## src/hdl/alu_bits_pkg.sv

```systemverilog
// Shared constants and types for the bit-test / conditional-subtract / bit-reversed ALU.
// Assumes a 32-bit datapath and one 200 MHz clock with a synchronous active-low reset.
package alu_bits_pkg;
    localparam int DATA_W      = 32;
    localparam int CNT_W_DEF   = 32;
    localparam int SIGN_POS    = DATA_W - 1;
    localparam int CLK_MHZ     = 200;

    typedef enum logic [1:0] {
        OP_FLAG_ONLY_AND_TEST     = 2'h0,
        OP_CONDITIONAL_SUBTRACT   = 2'h1,
        OP_BIT_REVERSED_INDEX     = 2'h2,
        OP_PASS                   = 2'h3
    } op_t;

    typedef enum logic [0:0] {
        ST_IDLE = 1'h0,
        ST_RUN  = 1'h1
    } seq_state_t;

    localparam logic [DATA_W-1:0] WORD_ZERO = 32'h0000_0000;
    localparam logic              FLAG_RST  = 1'h0;
    localparam logic              IRQ_OK_RST = 1'h1;
endpackage

```

## src/hdl/rev_add_if.sv

```systemverilog
// Carries the operands and sum between the sequencer and the reverse-carry adder.
// Purely combinational; no clocking.
`timescale 1ns/1ps
interface rev_add_if;
    import alu_bits_pkg::*;
    logic [DATA_W-1:0] base;
    logic [DATA_W-1:0] index;
    logic [DATA_W-1:0] sum;
    modport user  (output base, output index, input sum);
    modport adder (input base, input index, output sum);
endinterface

```

## src/hdl/alu_bits.sv

```systemverilog
// Bit-test, conditional-subtract and bit-reversed index unit with its own repeat sequencer.
// Assumes operands come from same-clock register-file logic; start is taken only while ready.
//
// Contract
// - Bit test ANDs operands, writes no destination, only updates flags.
// - Bit-reversed mode adds index to pointer with carries running downward.
// - Subtract step: non-negative difference replaces dividend, shifted left, LSB one.
// - Subtract step: negative difference keeps dividend, shifted left, zero inserted.
// - After i-j+1 steps: quotient in low i-j+1 bits, remainder above.
// - Repeat count N executes the operation N+1 times.
// - No interrupts during single-instruction repeat; allowed during block repeat.
`timescale 1ns/1ps
module alu_bits
    import alu_bits_pkg::*;
#(
    parameter int CNT_W = CNT_W_DEF
)(
    input  wire logic              clk,
    input  wire logic              resetn,
    input  wire logic              start,
    input  wire op_t               op,
    input  wire logic              block_mode,
    input  wire logic [CNT_W-1:0]  repeat_n,
    input  wire logic [DATA_W-1:0] operand_a,
    input  wire logic [DATA_W-1:0] operand_b,
    output logic                   ready,
    output logic                   step_valid,
    output logic                   done,
    output logic [DATA_W-1:0]      result,
    output logic                   flag_zero,
    output logic                   flag_negative,
    output logic                   irq_allowed
);
    typedef struct packed {
        seq_state_t        st;
        op_t               op;
        logic              block;
        logic [CNT_W-1:0]  cnt;
        logic [DATA_W-1:0] acc;
        logic [DATA_W-1:0] opb;
        logic [DATA_W-1:0] result;
        logic              step;
        logic              done;
        logic              fz;
        logic              fn;
        logic              irq_ok;
        logic              ready;
    } alu_state_t;

    localparam alu_state_t STATE_RST = '{
        st: ST_IDLE, op: OP_PASS, block: 1'h0, cnt: '0, acc: WORD_ZERO, opb: WORD_ZERO,
        result: WORD_ZERO, step: 1'h0, done: 1'h0, fz: FLAG_RST, fn: FLAG_RST,
        irq_ok: IRQ_OK_RST, ready: 1'h1};

    // Counts wider than the data word are never loaded by software, so they are refused
    if (CNT_W < 1 || CNT_W > DATA_W) begin : g_cnt_w_check
        $error("alu_bits: CNT_W must lie between 1 and the data width");
    end

    alu_state_t        r;
    alu_state_t        r_nxt;
    logic [DATA_W:0]   diff;
    logic [DATA_W-1:0] and_val;

    rev_add_if rev_bus ();
    rev_carry_adder u_rev (
        .port_a (rev_bus)
    );

    assign rev_bus.base  = r.acc;
    assign rev_bus.index = r.opb;
    // Extra top bit makes the borrow the sign of the unshifted difference
    assign diff    = {1'b0, r.acc} - {1'b0, r.opb};
    assign and_val = r.acc & r.opb;

    always_comb begin
        r_nxt      = r;
        r_nxt.step = 1'b0;
        r_nxt.done = 1'b0;
        case (r.st)
            ST_IDLE: begin
                if (start) begin
                    r_nxt.st    = ST_RUN;
                    r_nxt.op    = op;
                    r_nxt.block = block_mode;
                    r_nxt.cnt   = repeat_n;
                    r_nxt.acc   = operand_a;
                    r_nxt.opb   = operand_b;
                end
            end
            ST_RUN: begin
                r_nxt.step = 1'b1;
                case (r.op)
                    OP_FLAG_ONLY_AND_TEST: begin
                        // Only flags move; accumulator and result stay put
                        r_nxt.fz = (and_val == WORD_ZERO);
                        r_nxt.fn = and_val[SIGN_POS];
                    end
                    OP_CONDITIONAL_SUBTRACT: begin
                        if (!diff[DATA_W]) begin
                            r_nxt.acc = {diff[DATA_W-2:0], 1'b1};
                        end else begin
                            r_nxt.acc = {r.acc[DATA_W-2:0], 1'b0};
                        end
                        // Quotient bits accumulate from bit 0 upward, remainder above
                        r_nxt.result = r_nxt.acc;
                    end
                    OP_BIT_REVERSED_INDEX: begin
                        r_nxt.acc    = rev_bus.sum;
                        r_nxt.result = rev_bus.sum;
                    end
                    default: begin
                        r_nxt.result = r.acc;
                    end
                endcase
                // Count N gives N+1 passes; count reaches zero on the last one
                if (r.cnt == '0) begin
                    r_nxt.st   = ST_IDLE;
                    r_nxt.done = 1'b1;
                end else begin
                    r_nxt.cnt = r.cnt - CNT_W'(1);
                end
            end
            default: begin
                r_nxt = STATE_RST;
            end
        endcase
        // Single repeat holds the buses, so interrupts wait until it ends
        r_nxt.irq_ok = !(r_nxt.st == ST_RUN && !r_nxt.block);
        r_nxt.ready  = (r_nxt.st == ST_IDLE);
    end

    always_ff @(posedge clk) begin
        if (!resetn) begin
            r <= STATE_RST;
        end else begin
            r <= r_nxt;
        end
    end

    assign ready         = r.ready;
    assign step_valid    = r.step;
    assign done          = r.done;
    assign result        = r.result;
    assign flag_zero     = r.fz;
    assign flag_negative = r.fn;
    assign irq_allowed   = r.irq_ok;

    // Checking helpers: independent reverse-carry model and a step tally
    function automatic logic [DATA_W-1:0] bitrev(input logic [DATA_W-1:0] v);
        logic [DATA_W-1:0] o;
        o = '0;
        for (int k = 0; k < DATA_W; k++) begin
            o[k] = v[DATA_W-1-k];
        end
        return o;
    endfunction

    logic [DATA_W-1:0] rev_model;
    logic [CNT_W:0]    steps_seen;
    logic [CNT_W:0]    n_lat;

    assign rev_model = bitrev(bitrev(r.acc) + bitrev(r.opb));

    always_ff @(posedge clk) begin
        if (!resetn) begin
            steps_seen <= '0;
            n_lat      <= '0;
        end else if (r.st == ST_IDLE && start) begin
            steps_seen <= '0;
            n_lat      <= {1'b0, repeat_n};
        end else if (r.step) begin
            steps_seen <= steps_seen + 1'b1;
        end
    end

    wire run_tst = (r.st == ST_RUN) && (r.op == OP_FLAG_ONLY_AND_TEST);
    wire run_sub = (r.st == ST_RUN) && (r.op == OP_CONDITIONAL_SUBTRACT);
    wire run_rev = (r.st == ST_RUN) && (r.op == OP_BIT_REVERSED_INDEX);

    property p_test_keeps_result;
        @(posedge clk) disable iff (!resetn) run_tst |=> $stable(result);
    endproperty
    a_test_keeps_result: assert property (p_test_keeps_result)
        else $error("bit test changed the result word");

    property p_test_flags;
        @(posedge clk) disable iff (!resetn)
            run_tst |=> (flag_zero == ($past(and_val) == WORD_ZERO))
                     && (flag_negative == $past(and_val[SIGN_POS]));
    endproperty
    a_test_flags: assert property (p_test_flags)
        else $error("bit test flags do not match the AND of the operands");

    property p_rev_sum;
        @(posedge clk) disable iff (!resetn) run_rev |=> result == $past(rev_model);
    endproperty
    a_rev_sum: assert property (p_rev_sum)
        else $error("bit-reversed index sum is wrong");

    property p_rev_carry_drop;
        @(posedge clk) disable iff (!resetn)
            run_rev && r.acc == 32'h0000_0001 && r.opb == 32'h0000_0001 |=> result == WORD_ZERO;
    endproperty
    a_rev_carry_drop: assert property (p_rev_carry_drop)
        else $error("carry out of bit zero was not discarded");

    property p_sub_take;
        @(posedge clk) disable iff (!resetn)
            run_sub && !diff[DATA_W] |=> result == {$past(diff[DATA_W-2:0]), 1'b1};
    endproperty
    a_sub_take: assert property (p_sub_take)
        else $error("non-negative subtract step did not keep the shifted difference");

    property p_sub_keep;
        @(posedge clk) disable iff (!resetn)
            run_sub && diff[DATA_W] |=> result == {$past(r.acc[DATA_W-2:0]), 1'b0};
    endproperty
    a_sub_keep: assert property (p_sub_keep)
        else $error("negative subtract step did not just shift the dividend");

    property p_sub_sign;
        @(posedge clk) disable iff (!resetn)
            run_sub |=> result[0] == !$past(diff[DATA_W]);
    endproperty
    a_sub_sign: assert property (p_sub_sign)
        else $error("quotient bit disagrees with the sign of the difference");

    property p_pass_count;
        @(posedge clk) disable iff (!resetn) done |-> steps_seen == n_lat;
    endproperty
    a_pass_count: assert property (p_pass_count)
        else $error("repeat count N did not give N+1 passes");

    property p_single_masks_irq;
        @(posedge clk) disable iff (!resetn)
            (r.st == ST_RUN) |-> (irq_allowed == r.block) && !ready;
    endproperty
    a_single_masks_irq: assert property (p_single_masks_irq)
        else $error("interrupt permission wrong during a repeat");

    property p_done_frees;
        @(posedge clk) disable iff (!resetn) done |-> ready && irq_allowed;
    endproperty
    a_done_frees: assert property (p_done_frees)
        else $error("unit not released after the last pass");

    c_test_run:  cover property (@(posedge clk) disable iff (!resetn) run_tst ##1 done);
    c_sub_four:  cover property (@(posedge clk) disable iff (!resetn)
                                 run_sub [*4] ##1 done);
    c_rev_block: cover property (@(posedge clk) disable iff (!resetn)
                                 run_rev && r.block ##1 step_valid);
endmodule

```

## src/hdl/rev_carry_adder.sv

```systemverilog
// Adder whose carries ripple from each bit to the next lower bit.
// Assumes operands held stable by the caller; result is combinational.
`timescale 1ns/1ps
module rev_carry_adder
    import alu_bits_pkg::*;
(
    rev_add_if.adder port_a
);
    logic [DATA_W:0] carry;

    always_comb begin
        carry         = '0;
        port_a.sum    = '0;
        // Carry enters at the top and walks downward; carry out of bit 0 is dropped
        for (int b = DATA_W - 1; b >= 0; b--) begin
            port_a.sum[b] = port_a.base[b] ^ port_a.index[b] ^ carry[b+1];
            carry[b]      = (port_a.base[b] & port_a.index[b])
                          | (carry[b+1] & (port_a.base[b] ^ port_a.index[b]));
        end
    end
endmodule

```

## config.mk

```make
export PLATFORM = sky130hd
export DESIGN_NAME = alu_bits
export DESIGN_NICKNAME = d
export VERILOG_FILES = /design/src/hdl/alu_bits_pkg.sv /design/src/hdl/rev_add_if.sv /design/src/hdl/alu_bits.sv /design/src/hdl/rev_carry_adder.sv
export SDC_FILE = /design/constraint.sdc
export NUM_CORES = 1
export LEC_CHECK = 0
export ABC_AREA = 1
export BUFFER_PORTS_ARGS = -buffer_cell sky130_fd_sc_hd__buf_2
export CAP_MARGIN = 20
export CORE_MARGIN = 4
export CORE_UTILIZATION = 53
export DETAILED_ROUTE_END_ITERATION = 16
export PLACE_DENSITY_LB_ADDON = 0.2
export SYNTH_ARGS = -nofsm -noshare
export SYNTH_HDL_FRONTEND = slang
export SYNTH_SLANG_ARGS = --single-unit
```

## constraint.sdc

```tcl
create_clock -name clk -period 35.8 [get_ports clk]
set_input_delay 3.58 -clock clk [delete_from_list [all_inputs] [get_ports clk]]
set_output_delay 3.58 -clock clk [all_outputs]
set_load 0.1 [all_outputs]
```

==> key figures <==
Synth
  – Post-Syn Area: 11200 um2
  – Synth Area per Inst: roughly 6.4 um2
  – Synth unique cells: 45
  – Flops & latches, synth: 138
  – Yosys top cell area share: 24.8%
  – EDFF count, synth: 0
  – Ys async rst share: 0%
  – Yosys warning count: 0
  – Yosys top cell by area: dfxtp_1
  – Post-synthesis cell count: 1741
  – Syn_nets: 1942
  – Top-count cell post-synth: nand2_1
  – Post-synthesis sequential area ratio: between 20% and 30%
  – Ranking of synthesized cells by area: dfxtp_1 (25%), nand2_1 (17%), inv_1 (8.0%), ha_1 (7.6%), a21oi_1 (7.3%)
  – Post-synth top cells: nand2_1 (492), inv_1 (238), a21oi_1 (163)
  – Ys flop type: dfxtp_1

Die
  – Die height: about 150 um
  – Die Wd: ~150 um
  – IO Pins: 140
  – Row count: 52
  – Core Region: about 20000 um2
  – Die area: 23400 um2
  – Initial Util: between 50% and 60%

STA
  – Unrepaired setup endpoints after global routing: no
  – Max Slew Vio Count: 0
  – Hold Fails Final Rpt: 0
  – Final setup fails: 0
  – Slew headroom: 40.4%
  – Worst Tran Pin Value: 0.894 ns
  – Hold Worst Slack: ~0.46 ns
  – Setup TNS: 0 ns
  – Final worst path period need: around 13 ns
  – Period utilization: 36.3%
  – Final setup margin: around 23 ns
  – Clock Skew: slightly below 0.01 ns
  – FMAX: approximately 0.077 GHz

Critical path
  – Most common cell on crit path: fa_1
  – Crit path DAT: between 10 and 15 ns
  – Startpoint Class: flop
  – CP required: roughly 36 ns
  – Crit. End Element: flop
  – Kind of critical path: flop to flop
  – Flop2flop setup slack: 22.80 ns
  – Max FO, Critical Path: 4
  – CP peak stage delay: about 0.45 ns
  – Slowest CP cell: fa_1

Pwr
  – P per Cell Area: between 50 and 60 nW/um2
  – Peak supply drop: between 0.00003 and 0.00004 V
  – Leakage power: 6.10 nW

Worst hold path
  – Worst Hold Class: flop to flop

Placed design
  – Hpwl dp: approximately 23 mm
  – I/O Buffers: ~140
  – Pre-CTS setup slack: around 23 ns
  – Placed Area: 11800 um2
  – Final RePlAce weighted congestion: about 0.95
  – Placed Cells: 2060

Finish
  – Area of the multi-input gates: roughly 6900 um2
  – Nets: between 2000 and 2500
  – Fin area: roughly 12000 um2
  – FF+latch area: 2760 um2
  – Final Non-Filler Cells: approximately 2100
  – Share of layout cells above drive strength 1: 13.1%
  – Fill count: 2020
  – Antenna diodes: 0
  – Syn-to-layout area delta: 10.5%

Clock network
  – CTS buffer count: 17
  – Sink Count: ~140
  – Hold-fix buffers at CTS: 0
  – Post-CTS repair timing setup buffer count: 0
  – H-tree Lvls: 4
  – CTS tree: done
  – Post-CTS sizing: 0
  – Clock-pin slew on the worst setup and hold paths: 0.07 ns
  – Clock root buffer: clkbuf_16
  – Clock Latency Late Sink: roughly 0.43 ns
  – Max clock buf depth: 2

Detailed routing
  – Number of DRC markers in iteration 0: between 900 and 1000
  – Antenna-violating nets left: 0
  – Routed vias: 11300
  – First-pass DRT Iterations: 5
  – DRC violations left: 0
  – Post-DR vias/cell: around 5.4
  – Routed length per instance: 15.1 um
  – DRT Wirelength: 31.7 mm

GRT
  – Tot GR Track Use: 26.9%
  – Global-route wire length before repair: ~53 mm
  – Vias in the first global route: 10900
  – Largest net degree at the start of global routing: 72
  – Grt ovf: 0
  – Initial antenna violation count: 0

Job
  – Max-capacitance violation count: 0

Outcome
  – Outcome: completed
## power by group
part	switching, mW	internal [mW]
logic	0.207	0.0924
clock network	0.0764	0.0976
registers	0.0120	0.168
total	0.295	0.358
## metrics by stage
stage	power, mW	utilization, %
after global routing	0.702	60.2
after global placement	0.474	57.3
final	0.654	60.2
after floorplan	0.419	-
after CTS	0.654	60.2
after detailed placement	0.478	57.4
## critical path: cells and delay by family, from the launching register on
family	cells	cell delay [ns]
adders and majority gates	31	12.02
DFF	1	0.37
AOI/OAI and AO/OA	2	0.22
buffers and inverters	2	0.15
and+or+nand+nor	2	0.12
## flip-flops by register name, summed over array words and instances (netlist names)
register	flops
r	36
result	32
rev_bus.base	32
rev_bus.index	32
done	1
flag_negative	1
flag_zero	1
irq_allowed	1
ready	1
step_valid	1
## layout by cell type, fill, tap and decap left out, types with 18 or more instances in the layout
cell     netlist  routed
inv_1        238     236
buf_2         14     139
nand3_1      119     119
o21ai_0       65      65
nor2_1       128     125
fa_1          31      31
a22oi_1       43      43
o21ai_1       18      18
dfxtp_1      138     138
a21oi_1      163     163
nand2_1      492     492
ha_1          68      68
## per-layer routing
metal / track usage, % / part of all wire [%] / vias to the layer above
li1: - / - / 5650
met5: 0 / 0 / -
met1: 35.4 / 44 / 5186
met2: 45.5 / 48 / 370
met3: 4.58 / 5.6 / 57
met4: 7.68 / 1.8 / 0
## layout make-up
type,instances,area share (%)
inverter,247,7.54
clock buffer,19,3.51
timing repair buffer,151,6.47
sequential,138,22.4
multi-input combinational,1254,56.3
clock inverter,13,1.09
tap,270,2.74
## final timing paths
| check | from | to | cells past startpoint |
|---|---|---|---|
| setup reg to reg | rev_bus.base[31]$_SDFFE_PN0P_ | result[1]$_SDFFE_PN0P_ | 37 |
| setup / recovery | rev_bus.base[31]$_SDFFE_PN0P_ | result[1]$_SDFFE_PN0P_ | 37 |
| hold / removal | result[16]$_SDFFE_PN0P_ | result[16]$_SDFFE_PN0P_ | 2 |
| hold reg to reg | result[16]$_SDFFE_PN0P_ | result[16]$_SDFFE_PN0P_ | 2 |
## logic make-up (layout without fill, tap and decap cells)
logic type	after synthesis	count (layout)	synth area share, %
buffers and inverters	349	430	13.2
XOR/XNOR	27	27	2.12
AO/OA/AOI/OAI	325	325	16.5
flip-flops	138	138	24.8
adder cells (fa/ha/maj)	99	99	13.2
AND/OR/NAND/NOR	803	803	30.3
Note: power is estimated with default switching activity, not from simulation.
